File: config.mk
export PLATFORM = sky130hd
export DESIGN_NAME = cfmi_regs
export DESIGN_NICKNAME = d
export VERILOG_FILES = /design/src/design/cfmi_pkg.sv /design/src/design/cfmi_regs.sv
export SDC_FILE = /design/constraint.sdc
export NUM_CORES = 1
export LEC_CHECK = 0
export ABC_AREA = 1
export BUFFER_PORTS_ARGS = -buffer_cell sky130_fd_sc_hd__buf_2
export CELL_PAD_IN_SITES_DETAIL_PLACEMENT = 0
export CELL_PAD_IN_SITES_GLOBAL_PLACEMENT = 1
export CORE_UTILIZATION = 42
export DETAILED_ROUTE_END_ITERATION = 16
export PLACE_DENSITY = 0.92
export SLEW_MARGIN = 20
export SYNTH_ARGS = -nofsm -noshare
export SYNTH_HDL_FRONTEND = slang
export SYNTH_SLANG_ARGS = --single-unit
File: constraint.sdc
create_clock -name CLOCK -period 2.55 [get_ports CLOCK]
set_input_delay 0 -clock CLOCK [delete_from_list [all_inputs] [get_ports CLOCK]]
set_output_delay 0 -clock CLOCK [all_outputs]
set_load 0.03 [all_outputs]
File: src/design/cfmi_pkg.sv
// Constants, types and register map of the CAN filter, mask and interrupt flag block.
// Assumes an 8-bit register port and event strobes from logic on the same clock.
package cfmi_pkg;

  // ----------------------------------------------------------------
  // Register port widths
  // ----------------------------------------------------------------
  localparam int CFMI_AW = 8;                        // Address width
  localparam int CFMI_DW = 8;                        // Data width

  // ----------------------------------------------------------------
  // Register offsets
  // ----------------------------------------------------------------
  localparam logic [7:0] CFMI_OFS_FLAGS     = 8'h00; // Interrupt flags
  localparam logic [7:0] CFMI_OFS_IRQ_MASK  = 8'h01; // Interrupt enable mask
  localparam logic [7:0] CFMI_OFS_MODE      = 8'h02; // Operating mode
  localparam logic [7:0] CFMI_OFS_MASK_BASE = 8'h04; // Two mask high bytes
  localparam logic [7:0] CFMI_OFS_FILT_HIGH = 8'h10; // Filter high bytes, 16 words
  localparam logic [7:0] CFMI_OFS_FILT_LOW  = 8'h20; // Filter low bytes, 16 words
  localparam logic [7:0] CFMI_FILT_SPAN     = 8'h10; // Words per filter page

  // ----------------------------------------------------------------
  // Sizes
  // ----------------------------------------------------------------
  localparam int         CFMI_NUM_FILTERS   = 16;    // Filters in modes 1 and 2
  localparam logic [3:0] CFMI_MODE0_FILTERS = 4'h6;  // Filters usable in mode 0
  localparam int         CFMI_NUM_MASKS     = 2;     // Acceptance masks

  // ----------------------------------------------------------------
  // Flag bit positions
  // ----------------------------------------------------------------
  localparam int CFMI_BIT_BUS_ERR = 7;               // Invalid message seen
  localparam int CFMI_BIT_WAKE    = 6;               // Bus activity
  localparam int CFMI_BIT_MOD_ERR = 5;               // Module error
  localparam int CFMI_BIT_TX_HI   = 4;               // Tx buffer 2 / any tx
  localparam int CFMI_BIT_TX1     = 3;               // Tx buffer 1
  localparam int CFMI_BIT_TX0     = 2;               // Tx buffer 0
  localparam int CFMI_BIT_RX_HI   = 1;               // Rx buffer 1 / any rx
  localparam int CFMI_BIT_RX_LO   = 0;               // Rx buffer 0 / watermark

  // ----------------------------------------------------------------
  // Reset values and per-mode implemented flag bits
  // ----------------------------------------------------------------
  localparam logic [7:0] CFMI_FLAGS_RST    = 8'h00;  // Flags clear at reset
  localparam logic [7:0] CFMI_IRQ_MASK_RST = 8'h00;  // All sources masked
  localparam logic [7:0] CFMI_KEEP_MODE0   = 8'hFF;  // Every flag live
  localparam logic [7:0] CFMI_KEEP_MODE1   = 8'hF2;  // Bits 3, 2, 0 forced low
  localparam logic [7:0] CFMI_KEEP_MODE2   = 8'hF3;  // Bits 3, 2 forced low

  // ----------------------------------------------------------------
  // Types
  // ----------------------------------------------------------------
  typedef enum logic [1:0] {
    CFMI_MODE_LEGACY   = 2'h0,                       // Mode 0
    CFMI_MODE_ENHANCED = 2'h1,                       // Mode 1
    CFMI_MODE_FIFO     = 2'h2                        // Mode 2
  } cfmi_mode_t;

  localparam cfmi_mode_t CFMI_MODE_RST = CFMI_MODE_LEGACY;

  // Event strobes from the CAN engine, one cycle each
  typedef struct packed {
    logic       invalid_msg;                         // Invalid message on bus
    logic       bus_activity;                        // Any bus activity
    logic [2:0] tx_done;                             // Tx buffer finished, per buffer
    logic [1:0] rx_full;                             // Rx buffer loaded, per buffer
    logic       fifo_watermark;                      // Rx FIFO high watermark
  } cfmi_events_t;

  // Whole register state of the block
  typedef struct packed {
    logic [7:0]                              flags;     // Interrupt flags
    logic [7:0]                              irq_mask;  // Interrupt mask
    cfmi_mode_t                              mode;      // Operating mode
    logic [CFMI_NUM_MASKS-1:0][7:0]          mask_high; // Mask high bytes
    logic [CFMI_NUM_FILTERS-1:0][7:0]        filt_high; // Filter id bits 15..8
    logic [CFMI_NUM_FILTERS-1:0][7:0]        filt_low;  // Filter id bits 7..0
    logic [7:0]                              rdata;     // Read data holding stage
  } cfmi_state_t;

endpackage

File: src/design/cfmi_regs.sv
// CAN acceptance filter bytes, mask high bytes and mode-dependent interrupt flags.
// Assumes event strobes and the register port come from logic on CLOCK.
//
// Functional notes
// RULE1: Invalid bus message sets flag bit 7.
// RULE2: Bus activity sets wake flag bit 6.
// RULE3: Any internal error source sets bit 5.
// RULE4: Mode 0: bit 4 flags tx buffer 2.
// RULE5: Modes 1, 2: bit 4 flags any tx.
// RULE6: Bits 3, 2 tx 1, 0; zero otherwise.
// RULE7: Mode 0: bit 1 flags rx buffer 1.
// RULE8: Modes 1, 2: bit 1 flags any rx.
// RULE9: Mode 0: bit 0 flags rx buffer 0.
// RULE10: Mode 2 watermark on bit 0; mode 1 zero.
// RULE11: Filter byte holds id bits 15..8, unreset.
// RULE12: Filter byte holds id bits 7..0, unreset.
// RULE13: Filters 6..15 exist only in modes 1, 2.
// RULE14: Two mask high bytes, id 10..3 / 28..21.
// RULE15: Flags read zero after reset, read/write.
// RULE16: Set flag holds until software writes zero.
//
// The address map and the plain strobed port are this design's own decisions.
`timescale 1ns/1ps

module cfmi_regs
  import cfmi_pkg::*;
#(
  parameter int NUM_ERR_SRC = 4                              // Internal error sources
) (
  input  wire logic                                CLOCK,      // System clock
  input  wire logic                                SYS_RST,    // Sync reset, high
  input  wire logic                                CLK_EN,     // Clock enable
  input  wire logic [CFMI_AW-1:0]                  ADDR,       // Register address
  input  wire logic [CFMI_DW-1:0]                  WDATA,      // Write data
  input  wire logic                                WR_STB,     // Write strobe
  input  wire logic                                RD_STB,     // Read strobe
  output logic      [CFMI_DW-1:0]                  RDATA,      // Read data, next cycle
  input  wire cfmi_events_t                        EVENTS,     // Engine event strobes
  input  wire logic [NUM_ERR_SRC-1:0]              ERR_SRC,    // Error source strobes
  output logic                                     IRQ,        // Interrupt level
  output cfmi_mode_t                               MODE,       // Current mode
  output logic [CFMI_NUM_FILTERS-1:0][15:0]        FILTER_EID, // Filter id bits 15..0
  output logic [CFMI_NUM_MASKS-1:0][7:0]           MASK_HIGH   // Mask high bytes
);

  // ----------------------------------------------------------------
  // Elaboration check
  // ----------------------------------------------------------------
  // At least one error source must feed the module error flag
  if (NUM_ERR_SRC < 1) begin : g_bad_err
    $error("NUM_ERR_SRC must be at least one");
  end

  // ----------------------------------------------------------------
  // State and decode signals
  // ----------------------------------------------------------------
  cfmi_state_t st_reg;                                       // Registered state
  cfmi_state_t st_next;                                      // Next state
  logic        in_filt_hi;                                   // Address in high page
  logic        in_filt_lo;                                   // Address in low page
  logic        in_mask;                                      // Address hits a mask
  logic [3:0]  acc_idx;                                      // Filter index of access
  logic        filt_ok;                                      // Filter exists in mode
  logic [7:0]  page_off;                                     // Offset within page
  logic [7:0]  flag_set;                                     // Events this cycle
  logic [7:0]  flag_keep;                                    // Implemented flag bits

  // ----------------------------------------------------------------
  // Helper functions
  // ----------------------------------------------------------------
  // Maps event strobes onto flag bits for a given mode
  function automatic logic [7:0] event_bits(input cfmi_mode_t m,
                                            input cfmi_events_t ev,
                                            input logic err_any);
    logic [7:0] v;
    v = 8'h00;
    // Bits 7 to 5 mean the same in every mode
    v[CFMI_BIT_BUS_ERR] = ev.invalid_msg;                    // RULE1
    v[CFMI_BIT_WAKE]    = ev.bus_activity;                   // RULE2
    v[CFMI_BIT_MOD_ERR] = err_any;                           // RULE3
    if (m == CFMI_MODE_LEGACY) begin
      // Per-buffer flags
      v[CFMI_BIT_TX_HI] = ev.tx_done[2];                     // RULE4
      v[CFMI_BIT_TX1]   = ev.tx_done[1];                     // RULE6
      v[CFMI_BIT_TX0]   = ev.tx_done[0];                     // RULE6
      v[CFMI_BIT_RX_HI] = ev.rx_full[1];                     // RULE7
      v[CFMI_BIT_RX_LO] = ev.rx_full[0];                     // RULE9
    end else begin
      // Summary flags, and the watermark on bit 0 in mode 2
      v[CFMI_BIT_TX_HI] = |ev.tx_done;                       // RULE5
      v[CFMI_BIT_RX_HI] = |ev.rx_full;                       // RULE8
      v[CFMI_BIT_RX_LO] = (m == CFMI_MODE_FIFO) && ev.fifo_watermark; // RULE10
    end
    return v;
  endfunction

  // Bits that exist in a given mode; others read as zero
  function automatic logic [7:0] keep_bits(input cfmi_mode_t m);
    logic [7:0] k;
    // Mode 0 keeps every flag bit
    k = CFMI_KEEP_MODE0;
    if (m == CFMI_MODE_ENHANCED) begin
      k = CFMI_KEEP_MODE1;                                   // RULE10
    end else if (m == CFMI_MODE_FIFO) begin
      k = CFMI_KEEP_MODE2;                                   // RULE6
    end
    return k;
  endfunction

  // ----------------------------------------------------------------
  // Address decode
  // ----------------------------------------------------------------
  // Finds which page an access hits and whether the filter exists
  always_comb begin
    // Each filter page spans sixteen words
    in_filt_hi = (ADDR >= CFMI_OFS_FILT_HIGH) && (ADDR < CFMI_OFS_FILT_HIGH + CFMI_FILT_SPAN);
    in_filt_lo = (ADDR >= CFMI_OFS_FILT_LOW) && (ADDR < CFMI_OFS_FILT_LOW + CFMI_FILT_SPAN);
    in_mask    = (ADDR[7:1] == CFMI_OFS_MASK_BASE[7:1]);
    // Offset into whichever filter page is hit
    if (in_filt_hi) begin
      page_off = ADDR - CFMI_OFS_FILT_HIGH;
    end else begin
      page_off = ADDR - CFMI_OFS_FILT_LOW;
    end
    acc_idx = page_off[3:0];
    // Upper filters vanish in mode 0
    filt_ok = (st_reg.mode != CFMI_MODE_LEGACY) || (acc_idx < CFMI_MODE0_FILTERS); // RULE13
  end

  // ----------------------------------------------------------------
  // Next-state logic
  // ----------------------------------------------------------------
  // Register writes, read capture and flag update in one pass
  always_comb begin
    st_next   = st_reg;
    flag_set  = 8'h00;
    flag_keep = CFMI_KEEP_MODE0;
    if (CLK_EN) begin
      st_next.rdata = 8'h00;                                 // Read data lasts one cycle
      // Writes
      if (WR_STB) begin
        if (ADDR == CFMI_OFS_FLAGS) begin
          // Zeros clear flags, ones leave them alone
          st_next.flags = st_reg.flags & WDATA;              // RULE16
        end else if (ADDR == CFMI_OFS_IRQ_MASK) begin
          st_next.irq_mask = WDATA;
        end else if (ADDR == CFMI_OFS_MODE) begin
          // Undefined mode codes are ignored
          if (WDATA[1:0] <= 2'(CFMI_MODE_FIFO)) begin
            st_next.mode = cfmi_mode_t'(WDATA[1:0]);
          end
        end else if (in_mask) begin
          // Address bit 0 picks the mask
          st_next.mask_high[ADDR[0]] = WDATA;                // RULE14
        end else if (in_filt_hi && filt_ok) begin
          // Absent filters in mode 0 swallow the write
          st_next.filt_high[acc_idx] = WDATA;                // RULE11
        end else if (in_filt_lo && filt_ok) begin
          // Same guard as the high page
          st_next.filt_low[acc_idx] = WDATA;                 // RULE12
        end
      end
      // Reads, unmapped and absent filters give zero
      if (RD_STB) begin
        if (ADDR == CFMI_OFS_FLAGS) begin
          // Flags read back as held
          st_next.rdata = st_reg.flags;                      // RULE15
        end else if (ADDR == CFMI_OFS_IRQ_MASK) begin
          st_next.rdata = st_reg.irq_mask;
        end else if (ADDR == CFMI_OFS_MODE) begin
          // Mode sits in the two low bits
          st_next.rdata = {6'h00, st_reg.mode};
        end else if (in_mask) begin
          st_next.rdata = st_reg.mask_high[ADDR[0]];         // RULE14
        end else if (in_filt_hi && filt_ok) begin
          st_next.rdata = st_reg.filt_high[acc_idx];         // RULE11
        end else if (in_filt_lo && filt_ok) begin
          st_next.rdata = st_reg.filt_low[acc_idx];          // RULE12
        end
      end
      // Events set flags after the write, so a set beats a clear
      flag_set      = event_bits(st_next.mode, EVENTS, |ERR_SRC);
      // Bits the new mode lacks drop at once
      flag_keep     = keep_bits(st_next.mode);
      st_next.flags = (st_next.flags | flag_set) & flag_keep; // RULE16
    end
  end

  // ----------------------------------------------------------------
  // State register
  // ----------------------------------------------------------------
  // Filters and masks keep no reset value
  always_ff @(posedge CLOCK) begin
    if (SYS_RST) begin
      st_reg.flags    <= CFMI_FLAGS_RST;                     // RULE15
      st_reg.irq_mask <= CFMI_IRQ_MASK_RST;
      st_reg.mode     <= CFMI_MODE_RST;
      st_reg.rdata    <= 8'h00;
    end else begin
      // Clock enable is already folded into st_next
      st_reg <= st_next;
    end
  end

  // ----------------------------------------------------------------
  // Outputs
  // ----------------------------------------------------------------
  // Filter bytes joined into 16-bit identifier fields
  for (genvar i = 0; i < CFMI_NUM_FILTERS; i++) begin : g_filt
    assign FILTER_EID[i] = {st_reg.filt_high[i], st_reg.filt_low[i]};
  end

  // Read data and mode come straight from flip-flops
  assign RDATA     = st_reg.rdata;
  assign MODE      = st_reg.mode;
  assign MASK_HIGH = st_reg.mask_high;
  // Level interrupt while any unmasked flag is set
  assign IRQ       = |(st_reg.flags & st_reg.irq_mask);
endmodule

Word-level counts from Yosys, hierarchy flattened
Cells that the tools add are included.
{"block": "word_totals", "register_bits": 298, "input_bits": 33}
{"block": "classes", "eq_ne": 15, "bitwise_logic": 5, "addsub": 2, "n_lt_le_gt_ge": 10, "reduce_logical": 19, "muxes": 44}
{"operator": "2-to-1 mux 290 bit", "count": 2}
{"operator": "2-to-1 mux 128 bit", "count": 3}
{"operator": "2-to-1 mux 282 bit", "count": 1}
{"operator": "2-to-1 mux 274 bit", "count": 1}
{"operator": "2-to-1 mux 272 bit", "count": 1}
{"operator": "bitwise mux 128 bit", "count": 2}
{"operator": "2-to-1 mux 256 bit", "count": 1}
{"operator": "2-to-1 mux 8 bit", "count": 16}
{"operator": "binary-select mux 8 bit (select 4 bit)", "count": 2}
{"operator": "demux 8 bit (select 4 bit)", "count": 1}
{"operator": "AND 8 bit", "count": 3}
{"operator": "bitwise mux 16 bit", "count": 1}
{"operator": "less-than comparator 8 x 6 -> 1 bit, second input constant", "count": 2}
{"operator": "2-to-1 mux 16 bit", "count": 1}
{"operator": "2-to-1 mux 2 bit", "count": 6}
{"operator": "2-to-1 mux 4 bit", "count": 3}
{"operator": "!= test 2 x 1 -> 1 bit, second input constant", "count": 5}
{"operator": "!= test 2 bit, second input constant", "count": 5}
{"operator": "AND reduction 9 bit", "count": 1}
{"operator": "demux 8 bit (select 1 bit)", "count": 1}
{"operator": "equality test 8 x 1 -> 1 bit, second input constant", "count": 1}
{"operator": "equality test 8 x 2 -> 1 bit, second input constant", "count": 1}
{"operator": "greater-or-equal comparator 8 x 5 -> 1 bit, second input constant", "count": 1}
{"operator": "greater-or-equal comparator 8 x 6 -> 1 bit, second input constant", "count": 1}
{"operator": "25 further kinds", "count": 33}

Depth between registers and ports, before layout
Gate-level depths: netlist of the first run.
{"block": "depth", "ltp_word": 22, "ltp_mapped": 17}

Least setup slack after synthesis of the first run
No wires, ideal clock.
{"block": "synth_timing", "kind": "input -> register", "start": "input ADDR[0]", "end": "register st_reg (netlist bit FILTER_EID[16]) (enable)", "setup_slack_ns": 0.635, "t_required_ns": 2.180, "path_stages": 12, "n_path_buf": 2, "arrival_time_ns": 1.544, "path_cell_list": "buf_4 > nor2_4 > nand2_2 > inv_2 > nand2_4 > inv_2 > nor2_4 > inv_2 > nor2_4 > nand3b_1 > buf_2 > nor2_1"}
{"block": "synth_via", "elab_chain_cells": 8}
{"item": "from (decl)", "line": "cfmi_regs.sv:33", "text": "input wire logic [CFMI_AW-1:0] ADDR,"}
{"item": "greater-or-equal comparator 8 x 5 -> 1 bit or less-than comparator 8 x 6 -> 1 bit (tied branches)", "line": "cfmi_regs.sv:116", "text": "in_filt_hi = (ADDR >= CFMI_OFS_FILT_HIGH) && (ADDR < CFMI_OFS_FILT_HIGH + CFMI_FILT_SPAN);"}
{"item": "logical AND 1 bit", "line": "cfmi_regs.sv:116"}
{"item": "2-to-1 mux 4 bit", "line": "cfmi_regs.sv:120", "text": "if (in_filt_hi) begin"}
{"item": "less-than comparator 4 x 3 -> 1 bit", "line": "cfmi_regs.sv:127", "text": "filt_ok = (st_reg.mode != CFMI_MODE_LEGACY) || (acc_idx < CFMI_MODE0_FILTERS);"}
{"item": "logical OR 1 bit", "line": "cfmi_regs.sv:127"}
{"item": "logical AND 1 bit (on tied branches)", "line": "cfmi_regs.sv:158, cfmi_regs.sv:155"}
{"item": "!= test 2 x 1 -> 1 bit (no source line) or != test 2 bit (tied branches)"}
{"item": "AND reduction 9 bit (no source line) *"}
{"item": "to (signal assigned)", "line": "cfmi_regs.sv:201", "text": "st_reg <= st_next;"}
{"item": "to (decl)", "line": "cfmi_regs.sv:57", "text": "cfmi_state_t st_reg;"}
Mark *: on every way between the ends. The rest lies on a longest branch, timed or not.
A chain may end at the register's enable or synchronous reset.

Worst setup path after layout of the first run
{"block": "layout_timing", "start": "register st_reg (netlist bit MODE[1])", "end": "register st_reg (netlist bit RDATA[2])"}
{"block": "layout_via", "elab_chain_cells": 10}
{"item": "nonzero test 2 bit *", "line": "cfmi_regs.sv:127"}
{"item": "logical OR 1 bit *", "line": "cfmi_regs.sv:127"}
{"item": "logical AND 1 bit", "line": "cfmi_regs.sv:177", "text": "end else if (in_filt_lo && filt_ok) begin"}
{"item": "2-to-1 mux 8 bit", "line": "cfmi_regs.sv:177"}
{"item": "2-to-1 mux 8 bit *", "line": "cfmi_regs.sv:175", "text": "end else if (in_filt_hi && filt_ok) begin"}
{"item": "2-to-1 mux 8 bit *", "line": "cfmi_regs.sv:173", "text": "end else if (in_mask) begin"}
{"item": "2-to-1 mux 8 bit *", "line": "cfmi_regs.sv:170", "text": "end else if (ADDR == CFMI_OFS_MODE) begin"}
{"item": "2-to-1 mux 8 bit *", "line": "cfmi_regs.sv:168", "text": "end else if (ADDR == CFMI_OFS_IRQ_MASK) begin"}
{"item": "2-to-1 mux 8 bit *", "line": "cfmi_regs.sv:165", "text": "if (ADDR == CFMI_OFS_FLAGS) begin"}
{"item": "2-to-1 mux 8 bit *", "line": "cfmi_regs.sv:164", "text": "if (RD_STB) begin"}
Marked as above.

==> qor.txt, run 1 <==
Clock root buffer master -> sky130_fd_sc_hd__clkbuf_16
Detailed-router iteration count before antenna repair -> 5
Hold crit path type -> in -> reg
Number of enable flip-flop cells after synthesis -> 272
Layout Nets -> 2023
Filler cell count in the final layout -> 3631
Power density over cell area -> 579 nW/um^2
DRC marker count from the first detailed-route iteration -> 1275
Share of the yosys chip area belonging to registers -> 53.6%
Max Slew Vio Count -> 0
Via count of the first global-routing pass -> 12243
Async S/R FF share, synth -> 0%
Final Critical Period -> 2.31 ns
Post-synthesis instance area -> 16200 um^2
Sort of element at the end of the critical path -> flip-flop
Cell area reported after detailed placement -> 16600 um^2
Critical path peak fanout -> 9
Final critical-path share of the clock period -> 90.5%
Peak supply drop -> 0.000484 V
Antenna violations before repair -> 2
Maximum clock path buffer count -> 3
Number of warnings printed during yosys synthesis -> 0
Actual transition at the worst max-transition pin -> 0.654 ns
Maximum frequency from static timing analysis -> 433 MHz
Floorplan die height -> 198 um
Io pins -> 316
Distinct cell type count of the synthesized netlist -> 36
Via count -> 12701
Placed Cells -> 2436
Post-DP HPWL -> 38700 um
Routed wirelength normalized by instance count -> 20.5 um
Worst endpoint required time -> 3.05 ns
Net count after synthesis -> 1918
Number of buffers inserted by port buffering -> 315
Cell Rows -> 71
Most common flop cell mapped by yosys -> sky130_fd_sc_hd__edfxtp_1
Multi-input logic area -> 4300 um^2
CTS tree -> built
Net switching power -> 2.31 mW
Starting density of the core -> 42.8%
Worst reg2reg setup slack -> 0.24 ns
Critical path class -> reg -> reg
Final instance area -> 17900 um^2
Total internal power -> 8.05 mW
Ratio of cells with drive above 1 in the final layout -> 23.1%
Cell taking the most area after synthesis -> sky130_fd_sc_hd__edfxtp_1
Global-route congestion overflow total -> 0
Type of element launching the critical path -> flip-flop
Core occupancy in the finished layout -> 47.3%
First-pass GRT wire length -> 73700 um
Most area-consuming cells after synthesis -> sky130_fd_sc_hd__edfxtp_1, sky130_fd_sc_hd__buf_4, sky130_fd_sc_hd__nand2_1
Clock share of power -> 43.5%
Number of clock sinks -> 298
Total Routed Length -> 51600 um
Leakage dissipation -> 8.02 nW
Max-capacitance violation count -> 0
WP data arrival -> 2.81 ns
Run status -> completed
Top cell type's share of synthesized area -> 50.4%
Number of H-tree levels -> 1
FF+latch count, synth -> 298
Core region area -> 37800 um^2
Detail-routed via count per cell -> 5.04
Total global-route track usage -> 25.7%
Area growth syn-to-layout -> 10.6%
Setup Buffers After CTS -> 0
GPL Wtd Cong -> 0.926
Setup Viol. Count Final -> 0
CTS clock-pin slew for the worst setup and hold paths -> 0.06 ns
Unrepaired setup endpoints after global routing -> no
Hold Violations, Final -> 0
Remaining design rule violation count -> 0
Most numerous cell types in the synthesized netlist -> sky130_fd_sc_hd__nand2_1, sky130_fd_sc_hd__nor2_1, sky130_fd_sc_hd__buf_4
Fraction of power consumed by combinational cells -> 5.5%
Setup TNS -> 0 ns
Antenna Nets Post-Route -> 0
Number of non-filler instances in the completed layout -> 2522
Most common cell in the synthesized netlist -> sky130_fd_sc_hd__nand2_1
Final worst clock skew -> 0.0228 ns
Clock buffer count from CTS -> 30
Total power draw -> 10.4 mW
Flip-flop count of the largest register after layout -> 256
Register Area -> 8690 um^2
Largest net degree at the start of global routing -> 60
Tightest slew margin relative to the limit -> 56.3%
Proportion of total power due to net switching -> 22.3%
Sequential fraction of design power -> 51.0%
Mean cell area of the mapped netlist -> 8.61 um^2
Gate Count Post-Synth -> 1882
Overall die width -> 198 um
Clock latency on the worst-skew pair -> 0.58 ns
Total die area -> 39400 um^2
stage by stage:
stage	hold slack, ns	setup WS (ns)
after floorplan	0.113	0.635
after global placement	0.213	0.276
after detailed placement	0.217	0.270
after CTS	0.0193	0.300
after global routing	0.0388	0.0547
final	0.0461	0.242
layout make-up:
class,count,share of cell area (%)
Sequential cell,298,48.5
Multi-Input combinational cell,1024,24.0
Timing Repair Buffer,419,13.8
Inverter,214,4.49
Clock buffer,33,4.37
Tap cell,511,3.57
Clock inverter,22,1.22
Antenna cell,1,0.0140
final timing paths:
path	start	endpoint	depth (start not counted)
setup reg to reg	MODE[1]	RDATA[2]	13
hold reg to reg	RDATA[1]	RDATA[1]	2
setup / recovery	MODE[1]	RDATA[2]	13
hold / removal	WDATA[0]	MASK_HIGH[8]	3
worst max-delay path, cell delays in order, from the launching register on:
cell and delay, ns:
sky130_fd_sc_hd__dfxtp_1 0.41, sky130_fd_sc_hd__inv_1 0.11, sky130_fd_sc_hd__nand2_1 0.10, sky130_fd_sc_hd__nor2_1 0.06
sky130_fd_sc_hd__nor2_2 0.28, sky130_fd_sc_hd__nand2_1 0.12, sky130_fd_sc_hd__nor2_1 0.10, sky130_fd_sc_hd__nand2_1 0.07
sky130_fd_sc_hd__nand3_1 0.16, sky130_fd_sc_hd__nand2_1 0.07, sky130_fd_sc_hd__nand2_1 0.06, sky130_fd_sc_hd__nand2_1 0.05
sky130_fd_sc_hd__a21oi_1 0.12, sky130_fd_sc_hd__dlygate4sd3_1 0.56
cells in the final DEF, fill, tap and decap left out, types with 30 or more instances in the layout:
cell	count
sky130_fd_sc_hd__edfxtp_1	272
sky130_fd_sc_hd__clkbuf_16	31
sky130_fd_sc_hd__o21ai_0	49
sky130_fd_sc_hd__nor3_1	31
sky130_fd_sc_hd__buf_4	72
sky130_fd_sc_hd__buf_2	314
sky130_fd_sc_hd__a21oi_1	42
sky130_fd_sc_hd__nand2_1	506
sky130_fd_sc_hd__dlygate4sd3_1	30
sky130_fd_sc_hd__inv_1	202
sky130_fd_sc_hd__nor2_1	314
metal layers:
metal | GRT usage [%] | part of all wire [%] | vias up
met5 | 0 | 0.019 | -
met1 | 33.5 | 39 | 5944
met2 | 41.7 | 47 | 769
li1 | - | - | 5854
met4 | 12.0 | 4.3 | 2
met3 | 4.61 | 9.9 | 132
logic make-up after synthesis:
logic type,share of synthesized area [%]
and+or+nand+nor,22.0
buffers and inverters,19.9
DFF,53.6
AOI/OAI and AO/OA,4.33
adders and majority gates,0.232
power groups by stage:
stage | sequential, mW | clock (mW) | combinational (mW)
floorplan | 5.39 | 0 | 0.300
global placement | 5.39 | 0 | 0.518
detailed placement | 5.39 | 0 | 0.522
CTS | 5.28 | 4.54 | 0.560
global route | 5.28 | 4.71 | 0.609
finish | 5.29 | 4.51 | 0.571
timing repair:
action                                  in CTS  in global routing
hold endpoints to repair                    35                  0
endpoints found under the setup margin       0                  1
resized for setup                            0                  1
hold buffers                                30                  0
Power figures use the tool's default switching activity.
==> run 2: changes to the inputs <==
Settings changed: BUFFER_PORTS_ARGS -buffer_cell sky130_fd_sc_hd__buf_2 to -buffer_cell sky130_fd_sc_hd__buf_4.
==> run 2 against run 1 <==
  * Final cell count down 0.16%
  * Critical path type unchanged
  * Clock-buffer cell count is 1 lower
  * Sequential share of layout area shrank 2.1 points
  * Register-to-register slack worse by 0.13 ns
  * Cell area is 4.5% higher
  * Clock skew down 0.0095 ns
==> qor.txt, run 2 (synthesis results as in run 1) <==
Run status -> completed
Number of cells on the worst reg-to-reg path -> 9 (-4)
Post-DP HPWL -> 39400 um (+1.8%)
Core region area -> 37800 um^2 (unchanged)
Critical path peak fanout -> 5 (-4)
Max Slew Vio Count -> 0 (unchanged)
Worst endpoint required time -> 3.06 ns (about the same)
Largest net degree at the start of global routing -> 59 (-1.7%)
Routed wirelength normalized by instance count -> 20.9 um (+2.0%)
Actual transition at the worst max-transition pin -> 0.650 ns (-0.00351 ns)
Top library cells by usage in the layout, fill and taps aside -> sky130_fd_sc_hd__nand2_1, sky130_fd_sc_hd__buf_4, sky130_fd_sc_hd__nor2_1
Flip-flop count of the largest register after layout -> 256 (unchanged)
Sort of element at the end of the critical path -> flip-flop
Remaining design rule violation count -> 0 (unchanged)
Hold crit path type -> in -> reg
Peak supply drop -> 0.000504 V (+4.1%)
Number of buffers inserted by port buffering -> 315 (unchanged)
Via count -> 12670 (-0.24%)
Critical R2R Launch -> MODE[1]
First-pass GRT wire length -> 75200 um (+2.0%)
Unrepaired setup endpoints after global routing -> no
Max-capacitance violation count -> 0 (unchanged)
Setup Viol. Count Final -> 0 (unchanged)
Least setup slack across all paths after layout -> 0.111 ns (-0.131 ns)
Critical path class -> reg -> reg
Starting density of the core -> 42.8% (unchanged)
Leakage dissipation -> 8.48 nW (+5.8%)
Total Routed Length -> 52600 um (+1.8%)
Type of element launching the critical path -> flip-flop
Floorplan die height -> 198 um (unchanged)
Cell Rows -> 71 (unchanged)
Via count of the first global-routing pass -> 12489 (+2.0%)
DRC marker count from the first detailed-route iteration -> 1356 (+6.4%)
Total global-route track usage -> 26.2% (+0.50 points)
Clock buffer count from CTS -> 29 (-3.3%)
Layout Nets -> 2018 (-0.25%)
Number of H-tree levels -> 1 (unchanged)
WP data arrival -> 2.95 ns (+0.14 ns)
Filler cell count in the final layout -> 3534 (-2.7%)
Overall die width -> 198 um (unchanged)
Pre-CTS WS -> 0.233 ns (-0.0374 ns)
Number of clock sinks -> 298 (unchanged)
Detailed-router iteration count before antenna repair -> 5 (unchanged)
CTS tree -> built
Worst reg2reg setup slack -> 0.11 ns (-0.13 ns)
Final critical-path share of the clock period -> 95.6% (+5.1 points)
Maximum frequency from static timing analysis -> 410 MHz (-5.4%)
Detail-routed via count per cell -> 5.03 (about the same)
Ratio of cells with drive above 1 in the final layout -> 23.7% (+0.61 points)
Area growth syn-to-layout -> 15.6%
Final worst clock skew -> 0.0133 ns (-0.00952 ns)
Power density over cell area -> 561 nW/um^2 (-3.1%)
Io pins -> 316 (unchanged)
Beginning of the critical path -> MODE[1]
Maximum clock path buffer count -> 3 (unchanged)
R2R Path End -> st_reg[294]
Antenna violations before repair -> 2 (unchanged)
Most common cell after layout, fill and taps aside -> sky130_fd_sc_hd__nand2_1
End point of the critical path -> st_reg[294]
GPL Wtd Cong -> 0.926 (about the same)
Clock latency on the worst-skew pair -> 0.57 ns (about the same)
Antenna Nets Post-Route -> 0 (unchanged)
Clock root buffer master -> sky130_fd_sc_hd__clkbuf_16
Final instance area -> 18700 um^2 (+4.5%)
Setup TNS -> 0 ns (unchanged)
Global-route congestion overflow total -> 0 (unchanged)
CTS clock-pin slew for the worst setup and hold paths -> 0.07 ns (about the same)
Tightest slew margin relative to the limit -> 56.7% (+0.39 points)
Cell area reported after detailed placement -> 17300 um^2 (+4.5%)
Final Critical Period -> 2.44 ns (+0.131 ns)
Total die area -> 39400 um^2 (unchanged)
Hold Violations, Final -> 0 (unchanged)
==> run 2: worst max-delay path, cell delays in order, from the launching register on <==
cell and delay, ns:
sky130_fd_sc_hd__dfxtp_1 0.41, sky130_fd_sc_hd__inv_1 0.11, sky130_fd_sc_hd__nand2_1 0.08, sky130_fd_sc_hd__nand2_1 0.15
sky130_fd_sc_hd__ha_4 0.23, sky130_fd_sc_hd__nor2_1 0.12, sky130_fd_sc_hd__o21ai_0 0.08, sky130_fd_sc_hd__dlygate4sd3_1 0.56
sky130_fd_sc_hd__o31ai_1 0.06, sky130_fd_sc_hd__dlygate4sd3_1 0.58
==> run 2: what timing repair did <==
item / CTS / global route
setup endpoints to repair: 0 / 2
gates resized for setup: 0 / 7
hold buffers: 27 / 0
hold endpoints to repair: 35 / 0
setup buffers: 0 / 4
==> run 2: layer usage <==
metal  global-route usage [%]  vias up  wire length, um  part of all wire (%)
met1                     33.8     5985            20500                    39
met2                     44.0      713            25200                    48
met5                        0        -               17                 0.032
li1                         -     5837                -                     -
met3                     4.24      133             4770                   9.1
met4                     10.7        2             2000                   3.8
==> run 2: layout make-up <==
type                       instances  area (um^2)  share of cell area, %
clock inverter                    22          289                   1.54
multi-input combinational       1024         4320                   23.1
antenna                            2         5.00                 0.0267
clock buffer                      32          747                   3.99
timing repair buffer             415         3220                   17.2
sequential                       298         8690                   46.4
tap                              511          639                   3.42
inverter                         214          812                   4.34
==> run 2: power breakdown <==
part,switching (mW),internal [mW],total (mW)
logic,0.413,0.170,0.583
clock network,1.96,2.67,4.63
registers,0.00904,5.27,5.28
==> run 2: how the worst min path moves through the flow <==
stage	startpoint	end	slack, ns	depth (start not counted)
2_1_floorplan	EVENTS[6]	st_reg[296]	0.11	2
3_3_place_gp	EVENTS[7]	st_reg[297]	0.21	3
3_5_place_dp	EVENTS[7]	st_reg[297]	0.22	3
4_1_cts	WR_STB	MODE[0]	0.01	5
5_1_grt	WDATA[2]	MASK_HIGH[10]	0.01	3
6_report	WDATA[2]	MASK_HIGH[10]	0.03	3
==> run 2: stage by stage <==
step	utilization, %	instances	hold slack (ns)	power [mW]
global route	49.4	2516	0.0113	10.7
global placement	45.8	2431	0.212	5.91
CTS	49.3	2512	0.0138	10.5
finish	49.5	2518	0.0284	10.5
floorplan	-	1882	0.113	5.69
detailed placement	45.8	2431	0.224	5.92
==> run 3: changes to the inputs <==
Settings changed: RECOVER_POWER set to 50.
==> run 3 against run 2 <==
  * Setup slack barely moved
  * Global-route usage did not move
  * Largest cell class unchanged
  * Combinational power fell by 2%
  * First-iteration DRC count fell by 5.9%
  * Clock-buffer cell count did not move
  * Clock power barely moved
  * Utilization fell by 3.0 points
  * Total power fell by 0.11%
  * Flip-flop and latch count did not move
  * Die area did not move
  * Fmax barely moved
==> qor.txt, run 3 (synthesis results as in run 1) <==
Unrepaired setup endpoints after global routing -> no
Critical path peak fanout -> 5 (unchanged)
Type of element launching the critical path -> flip-flop
Setup TNS -> 0 ns (unchanged)
Highest routed metal layer -> met5
Largest net degree at the start of global routing -> 59 (unchanged)
Io pins -> 316 (unchanged)
Clock buffer count from CTS -> 29 (unchanged)
Run status -> completed
Maximum frequency from static timing analysis -> 410 MHz (about the same)
CTS clock-pin slew for the worst setup and hold paths -> 0.07 ns (about the same)
Filler cell count in the final layout -> 3837 (+8.6%)
Via count of the first global-routing pass -> 12489 (unchanged)
Hold crit path type -> in -> reg
Total global-route track usage -> 26.2% (unchanged)
Total power draw -> 10.5 mW (-0.11%)
First-pass GRT wire length -> 75200 um (unchanged)
DRC marker count from the first detailed-route iteration -> 1276 (-5.9%)
Top library cells by usage in the layout, fill and taps aside -> sky130_fd_sc_hd__nand2_1, sky130_fd_sc_hd__nor2_1, sky130_fd_sc_hd__clkbuf_1
Floorplan die height -> 198 um (unchanged)
Layout Nets -> 2018 (unchanged)
GPL Wtd Cong -> 0.926 (unchanged)
Clock latency on the worst-skew pair -> 0.57 ns (about the same)
Total die area -> 39400 um^2 (unchanged)
Number of buffers inserted by port buffering -> 315 (unchanged)
CTS tree -> built
Met2 wirelength from detailed routing -> 25300 um (+0.23%)
Leakage dissipation -> 7.54 nW (-11%)
Total Routed Length -> 52600 um (about the same)
Hold Crit Start -> WR_STB
Final worst clock skew -> 0.0128 ns (-0.000445 ns)
Met3 wire length -> 4980 um (+4.3%)
Overall die width -> 198 um (unchanged)
Worst endpoint required time -> 3.06 ns (about the same)
Flip-flop count of the largest register after layout -> 256 (unchanged)
Global-route congestion overflow total -> 0 (unchanged)
Ratio of cells with drive above 1 in the final layout -> 9.08% (-15 points)
Number of H-tree levels -> 1 (unchanged)
Antenna Nets Post-Route -> 0 (unchanged)
Sum of routed wire segments on met1 -> 20500 um (-0.38%)
Remaining design rule violation count -> 0 (unchanged)
Peak supply drop -> 0.000504 V (-0.11%)
Tightest slew margin relative to the limit -> 37.8% (-19 points)
Number of clock sinks -> 298 (unchanged)
WP data arrival -> 2.95 ns (about the same)
Beginning of the critical path -> MODE[1]
Cell Rows -> 71 (unchanged)
Detailed-router iteration count before antenna repair -> 5 (unchanged)
Starting density of the core -> 42.8% (unchanged)
Routed wirelength normalized by instance count -> 20.9 um (about the same)
Most common cell after layout, fill and taps aside -> sky130_fd_sc_hd__nand2_1
Critical path class -> reg -> reg
Post-DP HPWL -> 39400 um (unchanged)
Power density over cell area -> 596 nW/um^2 (+6.2%)
Via count -> 12709 (+0.31%)
Final Critical Period -> 2.44 ns (+0.000423 ns)
Antenna violations before repair -> 2 (unchanged)
Area growth syn-to-layout -> 8.64%
Actual transition at the worst max-transition pin -> 0.933 ns (+0.283 ns)
Critical R2R Launch -> MODE[1]
Clock root buffer master -> sky130_fd_sc_hd__clkbuf_16
Detail-routed via count per cell -> 5.05 (+0.31%)
Max Slew Vio Count -> 0 (unchanged)
Max-capacitance violation count -> 0 (unchanged)
Core region area -> 37800 um^2 (unchanged)
Maximum clock path buffer count -> 3 (unchanged)
Hold Violations, Final -> 0 (unchanged)
Setup Viol. Count Final -> 0 (unchanged)
Sort of element at the end of the critical path -> flip-flop
Final critical-path share of the clock period -> 95.7% (about the same)
## run 3: cell count changes in the layout (fill, tap and decap cells not counted), sizes merged
cell,previous run,this run
clkbuf,32,321
inv,214,213
buf,388,99
clkinv,12,13
## run 3: final timing paths
kind                            depth (start not counted)  slack [ns]            to
worst max-delay path                                    9        0.11   st_reg[294]
worst min-delay path                                    3        0.04  MASK_HIGH[1]
worst max register to register                          9        0.11   st_reg[294]
worst min register to register                          2        0.47      RDATA[0]
## run 3: through the flow
step	hold WS (ns)	cells	setup WS, ns	util (%)	cell area (um^2)
final	0.0423	2518	0.111	46.5	17600
after global routing	0.0113	2516	0.0224	46.5	17600
after CTS	0.0138	2512	0.00856	49.3	18700
after detailed placement	0.224	2431	0.233	45.8	17300
after global placement	0.212	2431	0.243	45.8	17300
after floorplan	0.113	1882	0.635	-	16200
## run 3: what timing repair did
item,CTS,global route
endpoints found under the hold margin,35,0
hold buffers,27,0
setup endpoints to repair,0,2
buffers inserted,0,4
gates resized for setup,0,7
## run 3: final cells by class
type                       count  area (um^2)  area share, %
clock buffer                  32          747           4.24
sequential                   298         8690           49.4
antenna                        2         5.00         0.0284
multi-input combinational   1024         4280           24.3
clock inverter                22          289           1.64
timing repair buffer         415         2140           12.2
tap                          511          639           3.63
inverter                     214          807           4.59
## run 3: power by group
group,switching (mW),leakage [nW],internal [mW]
Sequential,0.00895,2.24,5.27
Clock,1.96,0.499,2.67
Combinational,0.409,4.81,0.163
Total,2.38,7.54,8.11
## run 3: layer usage
layer | vias to the layer above | track usage, %
met5 | - | 0
met4 | 2 | 10.7
met3 | 124 | 4.24
met2 | 718 | 44.0
met1 | 6038 | 33.8
li1 | 5827 | -
## run 3: critical path: stages, from the launching register on
cell and delay, ns:
sky130_fd_sc_hd__dfxtp_1 0.40, sky130_fd_sc_hd__inv_1 0.10, sky130_fd_sc_hd__nand2_1 0.08, sky130_fd_sc_hd__nand2_1 0.14
sky130_fd_sc_hd__ha_4 0.23, sky130_fd_sc_hd__nor2_1 0.13, sky130_fd_sc_hd__o21ai_0 0.08, sky130_fd_sc_hd__dlygate4sd3_1 0.57
sky130_fd_sc_hd__o31ai_1 0.06, sky130_fd_sc_hd__dlygate4sd3_1 0.58
